### src/hw/readback_pkg.sv
package readback_pkg;

    // frame geometry
    localparam int WORD_BITS = 24;
    localparam int DATA_BITS = 16;
    localparam int PAD_BITS = WORD_BITS - DATA_BITS;
    localparam int CHANNELS = 4;

    // input word field positions
    localparam int RW_BIT = 23;
    localparam int ADDR_HI_BIT = 22;
    localparam int ADDR_LO_BIT = 21;
    localparam int SEL_MSB = 20;
    localparam int SEL_LSB = 16;

    // no-operation word body below the two address bits
    localparam logic [20:0] NOP_BODY = 21'h1ce000;

    // bit counter value of a complete word
    localparam logic [4:0] BIT_CNT_FULL = 5'h18;
    localparam logic [4:0] BIT_CNT_MAX = 5'h1f;

    // read select groups (upper three bits of the selector)
    localparam logic [2:0] GRP_DATA = 3'h0;
    localparam logic [2:0] GRP_CTRL = 3'h1;
    localparam logic [2:0] GRP_GAIN = 3'h2;
    localparam logic [2:0] GRP_OFFSET = 3'h3;
    localparam logic [2:0] GRP_CLEAR = 3'h4;
    localparam logic [2:0] GRP_SLEW = 3'h5;

    // single register select codes
    localparam logic [4:0] SEL_STATUS = 5'h18;
    localparam logic [4:0] SEL_MAIN_CTRL = 5'h19;
    localparam logic [4:0] SEL_DCDC_CTRL = 5'h1a;

    // slew control word field positions
    localparam int SLEW_EN_BIT = 12;
    localparam int SLEW_RATE_LSB = 3;
    localparam int SLEW_STEP_LSB = 0;

    // per channel slew limiter setting
    typedef struct packed {
        logic enable;
        logic [3:0] update_rate;
        logic [2:0] step_size;
    } slew_cfg_t;

    localparam slew_cfg_t SLEW_RESET = '0;

    // slew register write from the device write path
    typedef struct packed {
        logic valid;
        logic [1:0] channel;
        logic [15:0] word;
    } slew_wr_t;

    // readable registers held elsewhere in the device
    typedef struct packed {
        logic [3:0][15:0] dac_data;
        logic [3:0][15:0] dac_ctrl;
        logic [3:0][15:0] gain;
        logic [3:0][15:0] offset;
        logic [3:0][15:0] clear_code;
        logic [15:0] status;
        logic [15:0] main_ctrl;
        logic [15:0] dcdc_ctrl;
    } dev_regs_t;

    // serial pins and address straps
    typedef struct packed {
        logic sclk;
        logic sync_n;
        logic sdin;
        logic device_addr_hi;
        logic device_addr_lo;
    } pins_t;

    typedef enum logic {S_IDLE, S_FRAME} frame_state_t;

endpackage : readback_pkg

### src/hw/pin_sync.sv
module pin_sync (
    // clock and reset
    input wire logic clk_i,
    input wire logic sys_rst_i,
    input wire logic clk_en_i,
    // pins
    input wire readback_pkg::pins_t pins_i,
    output readback_pkg::pins_t pins_o
);
    import readback_pkg::*;

    typedef struct packed {
        pins_t meta;
        pins_t sync;
    } sync_state_t;

    sync_state_t st_r;
    sync_state_t st_nxt;

    // two flops per pin, first stage read only by the second
    always_comb begin
        st_nxt = st_r;
        if (clk_en_i) begin
            st_nxt.meta = pins_i;
            st_nxt.sync = st_r.meta;
        end
    end

    always_ff @(posedge clk_i) begin
        if (sys_rst_i) begin
            st_r <= '{meta: '{sync_n: 1'b1, default: 1'b0}, sync: '{sync_n: 1'b1, default: 1'b0}};
        end else begin
            st_r <= st_nxt;
        end
    end

    assign pins_o = st_r.sync;

endmodule : pin_sync

### src/hw/readback_mux.sv
module readback_mux (
    // selection
    input wire logic [4:0] sel_i,
    // register sources
    input wire readback_pkg::dev_regs_t regs_i,
    input wire readback_pkg::slew_cfg_t [3:0] slew_i,
    // result
    output logic [15:0] data_o
);
    import readback_pkg::*;

    logic [3:0][15:0] slew_words;

    // slew words rebuilt with zero top bits and zero don't-care field
    generate
        for (genvar c = 0; c < CHANNELS; c++) begin : g_slew
            assign slew_words[c] = {3'h0, slew_i[c].enable, 5'h00, slew_i[c].update_rate, slew_i[c].step_size}; // RULE_14
        end
    endgenerate

    // group select on upper bits, channel in the low two bits
    always_comb begin
        data_o = 16'h0000;
        case (sel_i[4:2])
            GRP_DATA: data_o = regs_i.dac_data[sel_i[1:0]]; // RULE_11
            GRP_CTRL: data_o = regs_i.dac_ctrl[sel_i[1:0]]; // RULE_11
            GRP_GAIN: data_o = regs_i.gain[sel_i[1:0]]; // RULE_11
            GRP_OFFSET: data_o = regs_i.offset[sel_i[1:0]]; // RULE_11
            GRP_CLEAR: data_o = regs_i.clear_code[sel_i[1:0]]; // RULE_12
            GRP_SLEW: data_o = slew_words[sel_i[1:0]]; // RULE_12
            default: begin
                if (sel_i == SEL_STATUS) begin
                    data_o = regs_i.status; // RULE_13
                end else if (sel_i == SEL_MAIN_CTRL) begin
                    data_o = regs_i.main_ctrl; // RULE_13
                end else if (sel_i == SEL_DCDC_CTRL) begin
                    data_o = regs_i.dcdc_ctrl; // RULE_13
                end else begin
                    data_o = 16'h0000;
                end
            end
        endcase
    end

endmodule : readback_mux

### src/hw/serial_register_readback.sv
// Behaviour
// RULE_01: a word with top bit D23 set is a readback request, not a write.
// RULE_02: device address bits D22..D21 plus selector D20..D16 choose the register.
// RULE_03: the low sixteen bits of a readback request are ignored.
// RULE_04: the next transfer shifts the previously selected register out on serial out.
// RULE_05: host follows a request with another request or a no-operation word.
// RULE_06: no-operation word 0x1CE000 with address bits set alters no register.
// RULE_07: returned data sits in the sixteen low bits of the output frame.
// RULE_08: first clock edge rising gives eight pad bits then sixteen data bits.
// RULE_09: first clock edge falling gives seven pad bits then sixteen data bits.
// RULE_10: with packet checking on, host keeps serial clock idle between request and no-op.
// RULE_11: codes 0..15 pick data, control, gain, offset registers, channel in low bits.
// RULE_12: codes 16..19 pick clear-code registers, 20..23 slew control registers.
// RULE_13: code 24 status, 25 main control, 26 boost converter control.
// RULE_14: slew word holds enable at 12, update rate 6..3, step size 2..0.
// RULE_15: slew limiting is set per channel and covers current and voltage outputs.
// RULE_16: with status-on-every-write clear, status only comes back by readback request.
// RULE_17: fields captured at frame end of a full 24-bit word; foreign addresses ignored.
module serial_register_readback (
    // clock, reset, enable
    input wire logic clk_i,
    input wire logic sys_rst_i,
    input wire logic clk_en_i,
    // serial pins and address straps
    input wire logic sclk_i,
    input wire logic sync_n_i,
    input wire logic sdin_i,
    input wire logic device_addr_hi_i,
    input wire logic device_addr_lo_i,
    output logic sdo_o,
    // register contents of the device
    input wire readback_pkg::dev_regs_t regs_i,
    input wire logic status_on_every_write_i,
    // slew register write port and settings
    input wire readback_pkg::slew_wr_t slew_wr_i,
    output readback_pkg::slew_cfg_t [3:0] slew_cfg_o,
    // received write words for the device write path
    output logic word_valid_o,
    output logic [23:0] word_o,
    output logic read_pending_o
);
    import readback_pkg::*;

    typedef struct packed {
        frame_state_t state;
        logic sclk_q;
        logic sync_q;
        logic [4:0] bit_cnt;
        logic [23:0] in_sr;
        logic [23:0] out_sr;
        logic pend_valid;
        logic [4:0] pend_sel;
        logic word_valid;
        logic [23:0] word;
        slew_cfg_t [3:0] slew;
    } main_state_t;

    main_state_t st_r;
    main_state_t st_nxt;
    pins_t pins_raw;
    pins_t pins_s;
    logic [15:0] rb_data;
    logic sync_fall;
    logic sync_rise;
    logic sclk_fall;
    logic addr_match;
    logic is_nop;

    assign pins_raw = '{sclk: sclk_i, sync_n: sync_n_i, sdin: sdin_i,
                        device_addr_hi: device_addr_hi_i, device_addr_lo: device_addr_lo_i};

    pin_sync u_sync (
        .clk_i(clk_i),
        .sys_rst_i(sys_rst_i),
        .clk_en_i(clk_en_i),
        .pins_i(pins_raw),
        .pins_o(pins_s)
    );

    readback_mux u_mux (
        .sel_i(st_r.pend_sel),
        .regs_i(regs_i),
        .slew_i(st_r.slew),
        .data_o(rb_data)
    );

    // edges of the synchronised pins, and decode of the received word
    assign sync_fall = st_r.sync_q & ~pins_s.sync_n;
    assign sync_rise = ~st_r.sync_q & pins_s.sync_n;
    assign sclk_fall = st_r.sclk_q & ~pins_s.sclk;
    assign addr_match = (st_r.in_sr[ADDR_HI_BIT] == pins_s.device_addr_hi) &&
                        (st_r.in_sr[ADDR_LO_BIT] == pins_s.device_addr_lo); // RULE_17
    assign is_nop = ~st_r.in_sr[RW_BIT] && (st_r.in_sr[20:0] == NOP_BODY); // RULE_06

    // frame engine: sample on falling sclk, advance serial out on falling sclk
    always_comb begin
        st_nxt = st_r;
        if (clk_en_i) begin
            st_nxt.word_valid = 1'b0;
            st_nxt.sclk_q = pins_s.sclk;
            st_nxt.sync_q = pins_s.sync_n;
            if (slew_wr_i.valid) begin
                // each channel holds its own limiter setting
                st_nxt.slew[slew_wr_i.channel].enable = slew_wr_i.word[SLEW_EN_BIT]; // RULE_14 RULE_15
                st_nxt.slew[slew_wr_i.channel].update_rate = slew_wr_i.word[SLEW_RATE_LSB +: 4]; // RULE_14
                st_nxt.slew[slew_wr_i.channel].step_size = slew_wr_i.word[SLEW_STEP_LSB +: 3]; // RULE_14
            end
            case (st_r.state)
                S_IDLE: begin
                    if (sync_fall) begin
                        st_nxt.state = S_FRAME;
                        st_nxt.bit_cnt = 5'h00;
                        st_nxt.in_sr = 24'h000000;
                        st_nxt.pend_valid = 1'b0;
                        if (st_r.pend_valid) begin
                            // pad bits read as zero ahead of the data
                            st_nxt.out_sr = {{PAD_BITS{1'b0}}, rb_data}; // RULE_04 RULE_07
                        end else if (status_on_every_write_i) begin
                            st_nxt.out_sr = {{PAD_BITS{1'b0}}, regs_i.status};
                        end else begin
                            st_nxt.out_sr = 24'h000000; // RULE_16
                        end
                    end
                end
                S_FRAME: begin
                    if (sync_rise) begin
                        st_nxt.state = S_IDLE;
                        if (st_r.bit_cnt == BIT_CNT_FULL && addr_match) begin // RULE_17
                            if (st_r.in_sr[RW_BIT]) begin
                                // only the selector is kept, low sixteen bits dropped
                                st_nxt.pend_valid = 1'b1; // RULE_01
                                st_nxt.pend_sel = st_r.in_sr[SEL_MSB:SEL_LSB]; // RULE_02 RULE_03
                            end else if (!is_nop) begin
                                st_nxt.word_valid = 1'b1; // RULE_06
                                st_nxt.word = st_r.in_sr;
                            end
                        end
                    end else if (sclk_fall) begin
                        // a rising first edge lets the host see bit 23; a falling one skips it
                        st_nxt.in_sr = {st_r.in_sr[22:0], pins_s.sdin};
                        st_nxt.out_sr = {st_r.out_sr[22:0], 1'b0}; // RULE_08 RULE_09
                        if (st_r.bit_cnt != BIT_CNT_MAX) begin
                            st_nxt.bit_cnt = st_r.bit_cnt + 5'h01;
                        end
                    end
                end
                default: st_nxt.state = S_IDLE;
            endcase
        end
    end

    // state register
    always_ff @(posedge clk_i) begin
        if (sys_rst_i) begin
            st_r <= '{state: S_IDLE, sclk_q: 1'b0, sync_q: 1'b1, bit_cnt: 5'h00, in_sr: 24'h000000,
                      out_sr: 24'h000000, pend_valid: 1'b0, pend_sel: 5'h00, word_valid: 1'b0,
                      word: 24'h000000, slew: {CHANNELS{SLEW_RESET}}};
        end else begin
            st_r <= st_nxt;
        end
    end

    // outputs straight from state flops
    assign sdo_o = st_r.out_sr[WORD_BITS-1];
    assign slew_cfg_o = st_r.slew;
    assign word_valid_o = st_r.word_valid;
    assign word_o = st_r.word;
    assign read_pending_o = st_r.pend_valid;

    logic word_end;
    assign word_end = clk_en_i && st_r.state == S_FRAME && sync_rise && st_r.bit_cnt == BIT_CNT_FULL;

    generate
        for (genvar c = 0; c < CHANNELS; c++) begin : g_slew_chk

        end
    endgenerate
endmodule : serial_register_readback

### config.mk
export PLATFORM = sky130hd
export DESIGN_NAME = serial_register_readback
export DESIGN_NICKNAME = d
export VERILOG_FILES = /design/src/hw/readback_pkg.sv /design/src/hw/pin_sync.sv /design/src/hw/readback_mux.sv /design/src/hw/serial_register_readback.sv
export SDC_FILE = /design/constraint.sdc
export NUM_CORES = 1
export LEC_CHECK = 0
export BUFFER_PORTS_ARGS = -buffer_cell sky130_fd_sc_hd__buf_2
export CORE_AREA = 2 2 177 179
export DETAILED_ROUTE_END_ITERATION = 8
export DIE_AREA = 0 0 179 181
export PLACE_DENSITY = 0.7
export SLEW_MARGIN = 10
export SYNTH_ARGS = -nofsm -noshare
export SYNTH_HDL_FRONTEND = slang
export SYNTH_SLANG_ARGS = --single-unit
### constraint.sdc
create_clock -name clk_i -period 2.2 [get_ports clk_i]
set_clock_uncertainty 0.15 [all_clocks]
set_input_delay 0.11 -clock clk_i [delete_from_list [all_inputs] [get_ports clk_i]]
set_output_delay 0.11 -clock clk_i [all_outputs]
set_load 0.01 [all_outputs]
==> results of run 1 <==
-- layout make-up --
| type | instances | share of cell area [%] |
|---|---|---|
| multi-input cells | 673 | 43.63 |
| repair buffers | 574 | 27.23 |
| flip-flops and latches | 128 | 19.81 |
| well taps | 396 | 3.816 |
| clock buffers | 19 | 3.576 |
| clock inverters | 13 | 0.9830 |
| inverters | 23 | 0.6650 |
| diodes | 15 | 0.2891 |
-- cells in the final DEF (no fill, tap or decap), types with 6 or more instances in the layout --
master	n
buf_2	444
nand2_1	131
dfxtp_1	124
a21oi_1	87
mux4_2	86
buf_4	82
nand3_1	54
mux2i_1	50
nor2_1	50
dlygate4sd3_1	23
inv_1	20
clkbuf_16	19
nor2b_1	18
o21ai_0	16
diode_2	15
a221oi_1	15
o22ai_1	15
buf_12	15
nor3_1	14
o211ai_1	11
a22oi_1	10
o211a_1	8
o31ai_1	7
a32oi_1	6
a211oi_2	6
-- metal layers --
layer	wire length [um]	track usage, %	vias to the layer above
li1	-	-	4478
met1	17580	33.58	4850
met2	19690	40.97	546
met3	4178	7.744	70
met4	994	5.984	16
met5	114	0	-
-- logic make-up after synthesis --
| group | Yosys count | synth area share [%] |
|---|---|---|
| multiplexers | 149 | 28.97 |
| XOR/XNOR | 5 | 0.4920 |
| adder cells (fa/ha/maj) | 3 | 0.4217 |
| flip-flops | 128 | 28.79 |
| buffers and inverters | 164 | 10.08 |
| AND/OR/NAND/NOR | 301 | 15.55 |
| other | 1 | 0.04213 |
| AO/OA/AOI/OAI | 214 | 15.66 |
-- timing repair --
action / in CTS / in global routing
hold endpoints to repair: 45 / 0
resized for setup: 35 / 23
hold buffers: 23 / 0
cloned: 4 / 1
pin swaps: 21 / 17
buffers inserted: 11 / 10
endpoints found under the setup margin: 16 / 30
-- where the power goes --
part	internal, uW	switching, uW	leakage [uW]
sequential	2340	22.0	0.00104
combinational	465	377	0.00435
clock	1670	1150	0.000287
-- worst max-delay path: stages (launching register included) --
cell,delay [ps]
dfxtp_4,390
buf_12,140
buf_12,140
buf_12,130
mux4_2,500
mux2i_2,180
a211oi_2,120
o31ai_1,270
a221oi_1,110
-- sequential cells by signal (all words and copies together) (netlist names) --
register,cells
st_r,60
slew_cfg_o,32
word_o,23
u_sync.pins_o,5
u_sync.st_r,5
read_pending_o,1
sdo_o,1
word_valid_o,1
-- worst paths after layout --
path,end,slack [ps],depth (start not counted)
worst max-delay path,st_r[74]$_SDFFE_PP0P_,-90,8
worst min-delay path,st_r[65]$_SDFFE_PP0P_,40,4
worst max register to register,st_r[74]$_SDFFE_PP0P_,-90,8
worst min register to register,word_o[8]$_SDFFE_PP0P_,300,2
-- per-stage QoR --
step / TNS (ps) / power [uW] / setup WS [ps]
floorplan: 0 / 2701 / 105.8
global placement: -2968 / 3186 / -427.3
detailed placement: -3451 / 3191 / -409.7
CTS: -635.8 / 6060 / -82.94
global route: -1833 / 6237 / -186.6
finish: -567.8 / 6026 / -88.94
==> results by group, run 1 <==
Clock network
  • Inserted Clock Buffers: 17
  • Clock Sinks: 128
  • Worst-case clock buffer depth: 2
  • CTS tree: yes
  • CTS root buffer: clkbuf_16
  • Clock latency on the worst-skew pair: 420 ps
  • CTS clk-pin slew, worst paths: 70 ps
  • # H-tree levels: 4

Synthesis
  • Mapped Cells: 965
  • Post-synth EDFFs: 0
  • Mapped Nets: 1364
  • Cell variety after synth: 54
  • Commonest cells in the netlist: 131 x nand2_1, 128 x dfxtp_1, 91 x a21oi_1
  • Synth Flop Type: dfxtp_1
  • Mean Syn Cell Area: 9.224 sq um
  • Yosys warns: 0
  • Post-synth top area cell: dfxtp_1
  • Number of synthesized register bits: 128
  • Post-synth top area share: 28.79%
  • Most repeated cell in the gate-level netlist after synthesis: nand2_1
  • Sequential share of the synthesized area: 28.79%
  • Async SR Flop Fraction: 0%
  • Synth area leaders: dfxtp_1 29%, mux4_2 22%, mux2i_1 6.1%
  • Mapped Area: 0.008901 sq mm

Timing
  • Setup ws final: -88.94 ps
  • Minimum clock period: 2289 ps
  • Final setup fails: 13
  • Endpoints failing hold: 0
  • Slew Limit Fails: 0
  • WHS: 44.48 ps
  • Actual slew at the worst max-slew pin: 770.7 ps
  • Slew margin rel.: 48.43%
  • Fmax: 436.9 MHz
  • Unrepaired setup endpoints after global routing: true
  • Final worst-path cycle share: 104.0%

Critical path
  • CP Data Arrival Time: 2410 ps
  • Worst-path fanout max: 7
  • Launch point of the critical path: st_r[57]$_SDFFE_PP0P_
  • Critical R2R Launch: st_r[57]$_SDFFE_PP0P_
  • Critical path data required time: 2320 ps
  • WS Path Type: flop to flop
  • Worst setup EP type: flop
  • CP Launch Type: flop

Final layout
  • Finished Cell Area: 0.01298 sq mm
  • Nets@finish: 1816
  • Final instance count without filler cells: 1841
  • Sequential Area: 0.002572 sq mm
  • Layout cells sized above 1: 50.00%
  • Final core area utilization: 42.78%
  • Area growth, synth to finish: 45.85%
  • Filler instances: 2980
  • Multi-input gate area: 0.005664 sq mm

Floorplan
  • # rows: 64
  • Die Footprint: 0.03240 sq mm
  • Die height: 181 um
  • CORE AREA: 0.03035 sq mm
  • DIE WIDTH: 179 um
  • Starting Density: 29.33%
  • IO Count: 455

GRT
  • Grt ovf: 0
  • Pin count of the biggest net entering global routing: 122
  • All-layer global routing usage: 25.55%
  • Initial antenna violation count: 23
  • Number of global-route vias before repair: 9639
  • First-pass GRT wire length: 60.91 mm

Pwr
  • Static leakage: 0.005674 uW
  • Pwr/cell area: 464.1 mW/mm^2
  • Maximum VDD drop: 387.4 uV

Drt
  • TritonRoute pass-1 iters: 5
  • Drt wl/cell: 23.12 um
  • First DRT Iteration DRCs: 836
  • Detail Route Antenna Nets: 0
  • Final wirelength: 42.56 mm
  • DRC viols: 0
  • Via count: 9960
  • DR vias/cell: 5.410

Placed design
  • Cell Area, Placed: 0.01158 sq mm
  • Gpl congestion: 0.9895
  • Port Buffers: 445
  • Post-DP HPWL: 34.62 mm
  • Dpl cells: 1748

Hold path
  • Hold Path Class: primary input to flop
  • Worst hold path startpoint: regs_i[34]

Run status
  • Status: finished with violations
  • Failing checks: negative setup slack

Run
  • Max-cap violations: 0
(Power assumes the default switching activity.)
==> inputs of run 2 (changes only) <==
- CORE_AREA: 2 2 177 179 -> 2 2 175 177
- CTS_BUF_LIST: not set -> sky130_fd_sc_hd__clkbuf_4 sky130_fd_sc_hd__clkbuf_8
- DIE_AREA: 0 0 179 181 -> 0 0 177 179
- PLACE_DENSITY: 0.7 -> 0.71
- SETUP_SLACK_MARGIN: not set -> 0.1
==> run 2 against run 1 <==
  * The flow still finishes with violations (negative setup slack)
  * Hold slack got worse by 25 ps
  * Worst setup slack lost 10 ps
  * Final cell count rose by 0.65%
  * Combinational power increased by 4.4%
  * Non-clock buffer count up 18
  * Total power shrank 11%
  * Highest routed layer unchanged
==> results by group, run 2 (synthesized netlist as in run 1, its figures left out) <==
Drt
  • Drt wl/cell: 23.00 um
  • DRC viols: 0
  • Wl on met1: 17.77 mm
  • DR vias/cell: 5.460
  • TritonRoute pass-1 iters: 5
  • Metal3 WL: 4.389 mm
  • Final wirelength: 42.62 mm
  • Detail Route Antenna Nets: 0
  • Via count: 10120
  • Top layer used by detailed routing: met5
  • Metal2 WL: 19.39 mm
  • First DRT Iteration DRCs: 817

Hold path
  • Hold Path Class: primary input to flop
  • Worst hold path startpoint: sys_rst_i

Pwr
  • Pwr/cell area: 411.4 mW/mm^2
  • Static leakage: 0.005658 uW
  • Power Total: 5361 uW
  • Maximum VDD drop: 302.2 uV

Clock network
  • Worst-case clock buffer depth: 2
  • Clock Sinks: 128
  • CTS root buffer: clkbuf_8
  • # H-tree levels: 4
  • CTS clk-pin slew, worst paths: 100 ps
  • Inserted Clock Buffers: 17
  • CTS tree: yes
  • Clock latency on the worst-skew pair: 460 ps

GRT
  • Grt ovf: 0
  • Pin count of the biggest net entering global routing: 122
  • All-layer global routing usage: 25.69%
  • Initial antenna violation count: 18
  • Number of global-route vias before repair: 9648
  • First-pass GRT wire length: 59.77 mm

Critical path
  • WS Path Type: flop to flop
  • Launch point of the critical path: st_r[57]$_SDFFE_PP0P_
  • CP max stage cell: mux4_2
  • RR Endpoint: st_r[67]$_SDFFE_PP0P_
  • CP Launch Type: flop
  • Crit-path leading delay family: multiplexers
  • Worst-path cell chain: buf_4 -> buf_6 -> buf_6 -> mux4_2 -> mux2_4 -> a221oi_2 -> o211ai_1 -> o2111a_1
  • Critical Path Max Stage Delay: 520 ps
  • Worst Reg-to-Reg Cells: 8
  • Critical path depth: 8
  • Critical R2R Launch: st_r[57]$_SDFFE_PP0P_
  • Cell mode on critical path: buf_6
  • Worst Setup EP: st_r[67]$_SDFFE_PP0P_
  • Worst setup EP type: flop
  • CP Buf/Inv Count: 3
  • Worst-path fanout max: 5
  • CP Data Arrival Time: 2490 ps
  • Critical path data required time: 2390 ps
  • Flop2flop setup slack: -100 ps

Timing
  • Fmax: 435.0 MHz
  • Actual slew at the worst max-slew pin: 851.7 ps
  • Setup ws final: -98.90 ps
  • Slew Limit Fails: 0
  • Minimum clock period: 2299 ps
  • Slew margin rel.: 43.11%
  • Unrepaired setup endpoints after global routing: true
  • Endpoints failing hold: 0
  • Final setup fails: 10
  • Final worst-path cycle share: 104.5%

Placed design
  • Post-DP HPWL: 33.71 mm
  • Gpl congestion: 0.9770
  • Cell Area, Placed: 0.01154 sq mm
  • Port Buffers: 445
  • Dpl cells: 1740

Run status
  • Status: finished with violations
  • Failing checks: negative setup slack

Final layout
  • Most frequent cells in the layout: 444 x buf_2, 130 x nand2_1, 122 x dfxtp_1
  • Area growth, synth to finish: 46.40%
  • Layout cells sized above 1: 50.41%
  • Finished Cell Area: 0.01303 sq mm
  • Largest Register: st_r
  • Most common cell after layout, fill and taps aside: buf_2
  • Final instance count without filler cells: 1853
  • Max reg flops: 60
  • Nets@finish: 1834

Floorplan
  • Starting Density: 29.64%
  • Die height: 179 um
  • CORE AREA: 0.03003 sq mm
  • # rows: 64
  • Die Footprint: 0.03168 sq mm
  • IO Count: 455
  • DIE WIDTH: 177 um

Run
  • Max-cap violations: 0
## run 2: changes by cell type in the layout (fill, tap and decap cells not counted), moves of 6 or more
cell,delta
a22oi_1,-8
a22oi_2,+8
clkbuf_16,-17
clkbuf_8,+16
diode_2,-6
dlygate4sd3_1,+12
## run 2: worst register-to-register path, stage by stage, from the launching register on
cell      delay [ps]
dfxtp_4          370
buf_4            110
buf_6            120
buf_6            100
mux4_2           520
mux2_4           310
a221oi_2         260
o211ai_1         130
o2111a_1         130
## run 2: how the worst min path moves through the flow
| stage | to | slack [ps] | depth (start not counted) |
|---|---|---|---|
| 2_1_floorplan | u_sync.st_r[8]$_SDFFE_PP1P_ | 90 | 2 |
| 6_report | st_r[117]$_SDFFE_PP0P_ | 20 | 3 |
| 5_1_grt | st_r[68]$_SDFFE_PP0P_ | 40 | 4 |
| 4_1_cts | st_r[68]$_SDFFE_PP0P_ | 2 | 4 |
| 3_5_place_dp | u_sync.st_r[8]$_SDFFE_PP1P_ | 210 | 3 |
| 3_3_place_gp | u_sync.st_r[8]$_SDFFE_PP1P_ | 210 | 3 |
## run 2: area by class of cell
| cell class | count | area (sq um) |
|---|---|---|
| clock inverters | 15 | 170.2 |
| repair buffers | 592 | 3766 |
| clock buffers | 17 | 234.0 |
| well taps | 396 | 495.5 |
| diodes | 9 | 22.52 |
| flip-flops and latches | 128 | 2575 |
| inverters | 23 | 86.33 |
| multi-input cells | 673 | 5682 |
| fillers | 2944 | 17000 |
## run 2: what timing repair did
item / 4_1_cts / 5_1_grt
pin swaps: 21 / 21
setup buffers: 10 / 23
resized for setup: 47 / 22
endpoints found under the setup margin: 18 / 36
cloned: 2 / 2
endpoints found under the hold margin: 55 / 0
hold buffers: 35 / 0
## run 2: stage by stage
step	setup slack [ps]	TNS (ps)	util, %	hold WS, ps
floorplan	105.8	0	-	88.39
finish	-98.90	-498.5	43.40	19.66
detailed placement	-344.9	-2307	38.45	207.9
global placement	-310.9	-2074	38.45	208.9
CTS	-27.49	-125.0	42.15	1.669
global route	-159.0	-1317	43.36	36.27
## run 2: where the power goes
group	leakage [uW]	total (uW)	switching, uW	internal [uW]
Combinational	0.00443	878	395	483
Clock	0.000198	2120	1180	949
Sequential	0.00104	2360	20.2	2340
## run 2: per-layer routing
layer  vias up  track usage [%]
met1      4896            33.94
met5         -                0
met4        14            7.128
met2       620            41.00
met3        81            7.209
li1       4507                -
